[src/include/pbs_pkg.sv]
// Constants for the basic status and identifier register block.
// Assumes a single 40 MHz system clock that oversamples the management link.
package pbs_pkg;

   // Register addresses on the management link
   localparam logic [4:0] BASIC_STATUS_ADDR = 5'h01;
   localparam logic [4:0] IDENTIFIER_HIGH_ADDR = 5'h02;

   // Basic status: reset value holds every constant capability bit
   localparam logic [15:0] BASIC_STATUS_RESET = 16'h7849;
   localparam int T4_CAPABLE_BIT = 15;
   localparam int CAP_TOP_BIT = 14;
   localparam int CAP_LOW_BIT = 11;
   localparam int RESERVED_TOP_BIT = 10;
   localparam int RESERVED_LOW_BIT = 7;
   localparam int PREAMBLE_SKIP_CAPABLE_BIT = 6;
   localparam int AN_COMPLETE_BIT = 5;
   localparam int REMOTE_FAULT_BIT = 4;
   localparam int AN_ABILITY_BIT = 3;
   localparam int LINK_STATUS_BIT = 2;
   localparam int JABBER_BIT = 1;
   localparam int EXTENDED_CAP_BIT = 0;

   // Frame fields
   localparam logic [1:0] OP_READ = 2'h2;
   localparam logic [1:0] OP_WRITE = 2'h1;
   localparam logic [5:0] PREAMBLE_BITS = 6'h20;
   localparam logic [4:0] ADDR_BITS = 5'h0a;
   localparam logic [4:0] DATA_BITS = 5'h10;

   // Sticky flag indices
   localparam int FLAG_REMOTE_FAULT = 0;
   localparam int FLAG_JABBER = 1;
   localparam int FLAG_COUNT = 2;

   // Width of the synchronised input bundle
   localparam int SYNC_WIDTH = 11;

   typedef enum logic [2:0] {
      ST_IDLE,
      ST_START,
      ST_OPCODE,
      ST_ADDR,
      ST_TA1,
      ST_TA2,
      ST_DATA
   } pbs_state_type;

endpackage

[src/hw/pbs_sync.sv]
// Two-stage synchroniser for a bundle of asynchronous levels.
// Assumes each bit changes slowly against the clock; no bus coherence.
`timescale 1ns/1ps
module pbs_sync #(
   parameter int WIDTH = 1
) (
   // Clock and reset
   input wire logic clock,
   input wire logic reset_n,
   // Levels
   input wire logic [WIDTH-1:0] async_in,
   output logic [WIDTH-1:0] sync_out
);

   logic [WIDTH-1:0] meta_reg;

   always_ff @(posedge clock) begin
      if (!reset_n) begin
         meta_reg <= '0;
         sync_out <= '0;
      end else begin
         meta_reg <= async_in;
         sync_out <= meta_reg;
      end
   end

endmodule

[src/hw/pbs_sticky.sv]
// One sticky status flag: set by an event, cleared by a read.
// Assumes set and clear come from the same clock domain.
`timescale 1ns/1ps
module pbs_sticky (
   // Clock and reset
   input wire logic clock,
   input wire logic reset_n,
   // Control
   input wire logic set_in,
   input wire logic clear_in,
   // State
   output logic flag
);

   // Set beats clear so an event landing on the read is not lost
   always_ff @(posedge clock) begin
      if (!reset_n) begin
         flag <= 1'b0;
      end else if (set_in) begin
         flag <= 1'b1;
      end else if (clear_in) begin
         flag <= 1'b0;
      end
   end

endmodule

[src/hw/pbs_regs.sv]
// Management-link slave holding the basic status and identifier registers.
// Assumes mdc well below the 40 MHz clock; all pins arrive asynchronously.
// Summary of operation
// - Four-pair 100 Mbps capability bit reads zero
// - Status bits 14 to 11 read one
// - Preamble-skip capable bit 6 reads one
// - Full preamble after reset or bad frame
// - Bit 5 shows negotiation finished only
// - Remote fault sticky, cleared by read/reset
// - Bit 3 reports negotiation ability, reads one
// - Bit 2 shows valid link present
// - Bit 1 reports jabber detected
// - Bit 0 reports extended registers, reads one
// - Identifier high returns unique identifier bits
`timescale 1ns/1ps
module pbs_regs
   import pbs_pkg::*;
#(
   // Arbitrary neutral value, not any maker's code
   parameter logic [15:0] IDENTIFIER_HIGH_VALUE = 16'h0a5c
) (
   // Clock and reset
   input wire logic clock,
   input wire logic reset_n,
   // Management link
   input wire logic mdc,
   input wire logic mdio_in,
   output logic mdio_out,
   output logic mdio_oe,
   // Station address strap
   input wire logic [4:0] phy_address,
   // Status sources from the line side
   input wire logic an_complete,
   input wire logic link_up,
   input wire logic remote_fault_event,
   input wire logic jabber_event
);

   logic [SYNC_WIDTH-1:0] sync_bus;
   logic mdc_s;
   logic mdio_s;
   logic [4:0] address_s;
   logic an_s;
   logic link_s;
   logic [FLAG_COUNT-1:0] flag_set;
   logic [FLAG_COUNT-1:0] flag_clear;
   logic [FLAG_COUNT-1:0] flag_state;
   logic mdc_prev_reg;
   logic mdc_rise;
   pbs_state_type state_reg;
   logic [5:0] ones_reg;
   logic [4:0] count_reg;
   logic need_preamble_reg;
   logic [1:0] op_reg;
   logic [9:0] addr_reg;
   logic [15:0] shift_reg;
   logic read_clear_reg;
   logic [15:0] status_word;
   logic [15:0] read_word;
   logic addressed;
   logic [1:0] op_now;
   logic preamble_ok;
   logic bad_opcode;
   logic bad_turnaround;
   logic frame_done;

   pbs_sync #(
      .WIDTH(SYNC_WIDTH)
   ) u_sync (
      .clock(clock),
      .reset_n(reset_n),
      .async_in({mdc, mdio_in, an_complete, link_up, remote_fault_event,
                 jabber_event, phy_address}),
      .sync_out(sync_bus)
   );

   assign mdc_s = sync_bus[10];
   assign mdio_s = sync_bus[9];
   assign an_s = sync_bus[8];
   assign link_s = sync_bus[7];
   assign address_s = sync_bus[4:0];

   // Sticky flags: remote fault and jabber, both cleared by a status read
   assign flag_set[FLAG_REMOTE_FAULT] = sync_bus[6];
   assign flag_set[FLAG_JABBER] = sync_bus[5];

   genvar g;
   generate
      for (g = 0; g < FLAG_COUNT; g++) begin : g_flag
         assign flag_clear[g] = read_clear_reg;
         pbs_sticky u_sticky (
            .clock(clock),
            .reset_n(reset_n),
            .set_in(flag_set[g]),
            .clear_in(flag_clear[g]),
            .flag(flag_state[g])
         );
      end
   endgenerate

   // Status word: constant capabilities from the reset pattern, live bits
   always_comb begin
      status_word = BASIC_STATUS_RESET;
      status_word[T4_CAPABLE_BIT] = 1'b0;
      status_word[RESERVED_TOP_BIT:RESERVED_LOW_BIT] = 4'h0;
      status_word[AN_COMPLETE_BIT] = an_s;
      status_word[REMOTE_FAULT_BIT] = flag_state[FLAG_REMOTE_FAULT];
      status_word[LINK_STATUS_BIT] = link_s;
      status_word[JABBER_BIT] = flag_state[FLAG_JABBER];
   end

   // Unmapped addresses read zero
   always_comb begin
      unique case (addr_reg[4:0])
         BASIC_STATUS_ADDR: read_word = status_word;
         IDENTIFIER_HIGH_ADDR: read_word = IDENTIFIER_HIGH_VALUE;
         default: read_word = 16'h0000;
      endcase
   end

   assign addressed = (addr_reg[9:5] == address_s);

   // Frame checks on the bit sampled at the current mdc rise
   assign op_now = {op_reg[0], mdio_s};
   assign preamble_ok = !need_preamble_reg || ones_reg == PREAMBLE_BITS;
   assign bad_opcode = state_reg == ST_OPCODE && count_reg == 5'h01 &&
                       op_now != OP_READ && op_now != OP_WRITE;
   assign bad_turnaround = op_reg == OP_WRITE &&
                           ((state_reg == ST_TA1 && !mdio_s) ||
                            (state_reg == ST_TA2 && mdio_s));
   assign frame_done = state_reg == ST_DATA &&
                       count_reg == DATA_BITS - 5'h01;

   // Edge finder on the second synchroniser stage only
   always_ff @(posedge clock) begin
      if (!reset_n) begin
         mdc_prev_reg <= 1'b0;
      end else begin
         mdc_prev_reg <= mdc_s;
      end
   end

   assign mdc_rise = mdc_s & ~mdc_prev_reg;

   // Frame state, advanced once per mdc rising edge
   always_ff @(posedge clock) begin
      if (!reset_n) begin
         state_reg <= ST_IDLE;
      end else if (mdc_rise) begin
         unique case (state_reg)
            ST_IDLE: begin
               // A zero after enough preamble is the first start bit
               if (!mdio_s && preamble_ok) begin
                  state_reg <= ST_START;
               end
            end
            ST_START: begin
               state_reg <= mdio_s ? ST_OPCODE : ST_IDLE;
            end
            ST_OPCODE: begin
               if (bad_opcode) begin
                  state_reg <= ST_IDLE;
               end else if (count_reg == 5'h01) begin
                  state_reg <= ST_ADDR;
               end
            end
            ST_ADDR: begin
               if (count_reg == ADDR_BITS - 5'h01) begin
                  state_reg <= ST_TA1;
               end
            end
            ST_TA1: begin
               state_reg <= bad_turnaround ? ST_IDLE : ST_TA2;
            end
            ST_TA2: begin
               state_reg <= bad_turnaround ? ST_IDLE : ST_DATA;
            end
            ST_DATA: begin
               if (frame_done) begin
                  state_reg <= ST_IDLE;
               end
            end
         endcase
      end
   end

   // Preamble demand: armed by reset or a bad frame, lifted by a clean one
   always_ff @(posedge clock) begin
      if (!reset_n) begin
         need_preamble_reg <= 1'b1;
      end else if (mdc_rise) begin
         if (bad_opcode || bad_turnaround) begin
            need_preamble_reg <= 1'b1;
         end else if (frame_done) begin
            need_preamble_reg <= 1'b0;
         end
      end
   end

   // Saturating count of idle ones; any zero or frame bit restarts it
   always_ff @(posedge clock) begin
      if (!reset_n) begin
         ones_reg <= 6'h00;
      end else if (mdc_rise) begin
         if (state_reg != ST_IDLE || !mdio_s) begin
            ones_reg <= 6'h00;
         end else if (ones_reg != PREAMBLE_BITS) begin
            ones_reg <= ones_reg + 6'h01;
         end
      end
   end

   // Bit counter within the opcode, address and data fields
   always_ff @(posedge clock) begin
      if (!reset_n) begin
         count_reg <= 5'h00;
      end else if (mdc_rise) begin
         unique case (state_reg)
            ST_OPCODE: begin
               if (count_reg == 5'h01) begin
                  count_reg <= 5'h00;
               end else begin
                  count_reg <= count_reg + 5'h01;
               end
            end
            ST_ADDR, ST_DATA: begin
               count_reg <= count_reg + 5'h01;
            end
            default: begin
               count_reg <= 5'h00;
            end
         endcase
      end
   end

   // Opcode shifter, msb first
   always_ff @(posedge clock) begin
      if (!reset_n) begin
         op_reg <= 2'h0;
      end else if (mdc_rise && state_reg == ST_OPCODE) begin
         op_reg <= op_now;
      end
   end

   // Station and register address shifter, msb first
   always_ff @(posedge clock) begin
      if (!reset_n) begin
         addr_reg <= 10'h000;
      end else if (mdc_rise && state_reg == ST_ADDR) begin
         addr_reg <= {addr_reg[8:0], mdio_s};
      end
   end

   // Read data shifter; write data is sampled and dropped
   always_ff @(posedge clock) begin
      if (!reset_n) begin
         shift_reg <= 16'h0000;
      end else if (mdc_rise) begin
         if (state_reg == ST_TA1) begin
            shift_reg <= read_word;
         end else if (state_reg == ST_TA2 || state_reg == ST_DATA) begin
            shift_reg <= {shift_reg[14:0], 1'b0};
         end
      end
   end

   // Clear-on-read pulse when the status word is captured for a read
   always_ff @(posedge clock) begin
      if (!reset_n) begin
         read_clear_reg <= 1'b0;
      end else begin
         read_clear_reg <= mdc_rise && state_reg == ST_TA1 &&
                           op_reg == OP_READ && addressed &&
                           addr_reg[4:0] == BASIC_STATUS_ADDR;
      end
   end

   // Pin drive: zero in the second turnaround bit, then data msb first
   always_ff @(posedge clock) begin
      if (!reset_n) begin
         mdio_out <= 1'b1;
         mdio_oe <= 1'b0;
      end else if (mdc_rise) begin
         unique case (state_reg)
            // An undriven pin keeps showing one, whatever the frame holds
            ST_TA1: begin
               mdio_oe <= op_reg == OP_READ && addressed;
               mdio_out <= !(op_reg == OP_READ && addressed);
            end
            ST_TA2: begin
               mdio_out <= shift_reg[15] | ~mdio_oe;
            end
            ST_DATA: begin
               mdio_out <= shift_reg[15] | ~mdio_oe;
               if (count_reg == DATA_BITS - 5'h01) begin
                  mdio_oe <= 1'b0;
                  mdio_out <= 1'b1;
               end
            end
            default: begin
               mdio_oe <= 1'b0;
               mdio_out <= 1'b1;
            end
         endcase
      end
   end

endmodule

[config.mk]
export PLATFORM = sky130hd
export DESIGN_NAME = pbs_regs
export DESIGN_NICKNAME = d
export VERILOG_FILES = /design/src/include/pbs_pkg.sv /design/src/hw/pbs_sync.sv /design/src/hw/pbs_sticky.sv /design/src/hw/pbs_regs.sv
export SDC_FILE = /design/constraint.sdc
export NUM_CORES = 1
export LEC_CHECK = 0
export BUFFER_PORTS_ARGS = -buffer_cell sky130_fd_sc_hd__buf_2
export CAP_MARGIN = 0
export CORE_ASPECT_RATIO = 0.8
export CORE_MARGIN = 2
export CORE_UTILIZATION = 44
export DETAILED_ROUTE_END_ITERATION = 16
export PLACE_DENSITY = 0.67
export RECOVER_POWER = 100
export SLEW_MARGIN = 20
export SYNTH_ARGS = -nofsm -noshare
export SYNTH_HDL_FRONTEND = slang
export SYNTH_SLANG_ARGS = --single-unit
[constraint.sdc]
create_clock -name clock -period 2.31 [get_ports clock]
set_clock_uncertainty 0.05 [all_clocks]
set_input_delay 0.462 -clock clock [delete_from_list [all_inputs] [get_ports clock]]
set_output_delay 0.462 -clock clock [all_outputs]
set_load 0.01 [all_outputs]
==> impl_metrics.toml <==
[status]
outcome = "complete, no violations"

[clock_network]
cts-htree-levels = 3
holdBufCountCts = 0
cts_buffers = 9
clock_path_buffers = 2
cts_root_buffer = "clkbuf_8"
cts.sinks = 71
cts-resized-gates = 0
cts_tree = "yes"
clk_latency_ns = 0.34
clk_pin_slew_worst_paths_ns = 0.07
postCtsSetupBuffers = 0

[detailed_routing]
wl_met3_um = 261
m1WireLength_um = 2610
highest_layer = "met4"
drtIter0Drc = 157
ant_nets = 0
routedWlPerCell_um = 12.35
vias = 2149
viasPerCell = 5.129
route.detailed.drc = 0
wirelength_um = 5173
first_pass_iters = 4
wl_met2_um = 2256

[pwr]
p_sw_w = 0.0004972
power.total_w = 0.002228
power_frac_seq_pct = 56.5
swShare_pct = 22.32
pwr-share-comb_pct = 3.4
cellPowerDensity_mw_per_mm2 = 692.5
pwr-share-clk_pct = 40.1
peakVddDrop_mv = 0.4114
p_leak_nw = 1.166
intPower_w = 0.001730

[sta]
finalHoldViolations = 0
rsz0062_at_grt = "false"
relSlewSlack_pct = 48.87
fmax_mhz = 475.4
final-setup-viol-count = 0
worstMarginPinSlew_ns = 0.7670
period_share_pct = 91.06
finalSetupTns_ns = 0
min_period_ns = 2.103
final-max-slew-violation-count = 0

[synthesis]
synthCells = 316
postSynthAreaPerCell_sq_um = 9.285
ys_seq_area_share_pct = 48.44
syn-num-nets = 334
ys_warn_count = 0
synth_seq_cells = 71
synth_area_sq_mm = 0.002934
synthDistinctLibCells = 52

[setup_path]
timing.critical_path.to_type = "flop"
r2r_slack_ns = 0.21
crit_fanout = 4
critical_path_class = "reg -> reg"
cp.required_ns = 2.46
arrival_ns = 2.26
start_kind = "flop"

[finish]
drive_gt1_share_pct = 12.24
areaGrowthSynthToFinish_pct = 9.638
antenna_cells = 0
nNetsFinal = 348
nFillCells = 598
largest_register_ff_count = 16

[placed_design]
place_congestion = 0.8775
dpl.hpwl_um = 3489
io_buffer_count = 14

[hold_path]
hp-class = "in -> reg"

[floorplan]
start_util_pct = 45.78
die_h_um = 77.04
ios = 15
die_area_sq_mm = 0.007342
coreArea_sq_mm = 0.006409
die_x_um = 95.30
rows = 26

[global_route]
grt_first_pass_wirelength_um = 9101
grt.total_usage_pct = 15.62
grt.overflow.total = 0
grt_max_degree = 29
antenna_found_initial = 0
grt_pass1_vias = 2016

[run]
maxCapViolations = 0
per-layer routing:
metal  global-route usage, %  vias to the layer above
met4                   5.652                        0
met5                       0                        -
met3                   5.010                        5
li1                        -                     1111
met2                   22.68                       51
met1                   21.63                      982
cells by family after synthesis:
group / Yosys count / share of synthesized area [%]
multiplexers: 13 / 4.435
AO/OA/AOI/OAI: 61 / 13.05
XOR/XNOR: 15 / 4.478
AND/OR/NAND/NOR: 122 / 22.60
adder cells (fa/ha/maj): 5 / 2.132
flip-flops: 71 / 48.44
buffers and inverters: 29 / 4.861
cells in the mapped netlist (all sizes together):
cell	instances	area, sq um
dfxtp	71	1421
nor2	37	143.9
and2	25	158.9
a21oi	21	105.1
nand2	19	73.82
o21ai	18	90.08
mux2i	13	130.1
buf	12	78.82
inv	11	41.29
xnor2	9	78.83
nand3	8	40.04
nor3	7	45.04
clkbuf	6	22.52
nand2b	6	37.54
xor2	6	52.55
ha	5	62.56
a31oi	4	25.02
nand4	4	25.02
nor4b	4	41.29
a211oi	3	22.52
nor2b	3	18.77
a222oi	2	20.02
a22oi	2	15.01
and3	2	17.52
and4	2	17.52
o211ai	2	20.02
or3	2	17.52
a2bb2oi	1	8.760
a311oi	1	8.760
a32oi	1	8.760
and4bb	1	12.51
nand3b	1	7.510
nor4	1	6.260
o2111ai	1	15.01
o21a	1	7.510
o221a	1	11.26
o31a	1	8.760
o31ai	1	7.510
o32ai	1	8.760
layout make-up:
class	instances	area, sq um	share of cell area, %
Clock buffer	12	155.1	4.823
Clock inverter	4	28.78	0.8946
Sequential cell	71	1421	44.18
Tap cell	84	105.1	3.267
Inverter	11	41.29	1.284
Multi-Input combinational cell	216	1354	42.08
Timing Repair Buffer	21	111.4	3.462
layout by cell type (no fill, tap or decap), drive strengths merged, types with 2 or more instances in the layout:
master and instances:
dfxtp 71, nor2 37, and2 25, a21oi 21, nand2 19, o21ai 18
clkbuf 17, buf 16, mux2i 13, inv 12, xnor2 9, nand3 8
nor3 7, nand2b 6, xor2 6, ha 5, nor4b 4, nand4 4
a31oi 4, nor2b 3, a211oi 3, o211ai 2, and4 2, a222oi 2
a22oi 2, clkinvlp 2, and3 2, or3 2
critical path, cell delays in order (launching register included):
cell	delay, ns
dfxtp_1	0.39
ha_1	0.18
and3_1	0.17
ha_1	0.21
and4bb_2	0.27
nor3_2	0.21
o211ai_1	0.18
nor3_1	0.24
a211oi_1	0.07
through the flow:
| step | cells | hold slack (ns) | instance area [sq um] | worst slack (ns) | util [%] |
|---|---|---|---|---|---|
| 2_1_floorplan | 316 | 0.3619 | 2934 | 0.4370 | - |
| 3_3_place_gp | 403 | 0.3655 | 3060 | 0.3420 | 47.75 |
| 3_5_place_dp | 403 | 0.3669 | 3060 | 0.2521 | 47.75 |
| 4_1_cts | 419 | 0.2519 | 3244 | 0.2383 | 50.62 |
| 5_1_grt | 419 | 0.2574 | 3217 | 0.02674 | 50.20 |
| 6_report | 419 | 0.2691 | 3217 | 0.2066 | 50.20 |
final timing paths:
check	from	to	cells past startpoint
setup / recovery	count_reg[0]	state_reg[0]	8
hold / removal	mdio_in	u_sync.meta_reg[9]	2
setup reg to reg	count_reg[0]	state_reg[0]	8
hold reg to reg	u_sync.meta_reg[3]	u_sync.sync_out[3]	1
power by group through the flow:
stage          logic [W]  registers, W  clock network [W]
2_1_floorplan  0.0000570       0.00128                  0
3_3_place_gp   0.0000757       0.00129                  0
3_5_place_dp   0.0000775       0.00129                  0
4_1_cts        0.0000777       0.00126           0.000927
5_1_grt        0.0000856       0.00126           0.000972
6_report       0.0000747       0.00126           0.000894
Power figures use the tool's default switching activity.
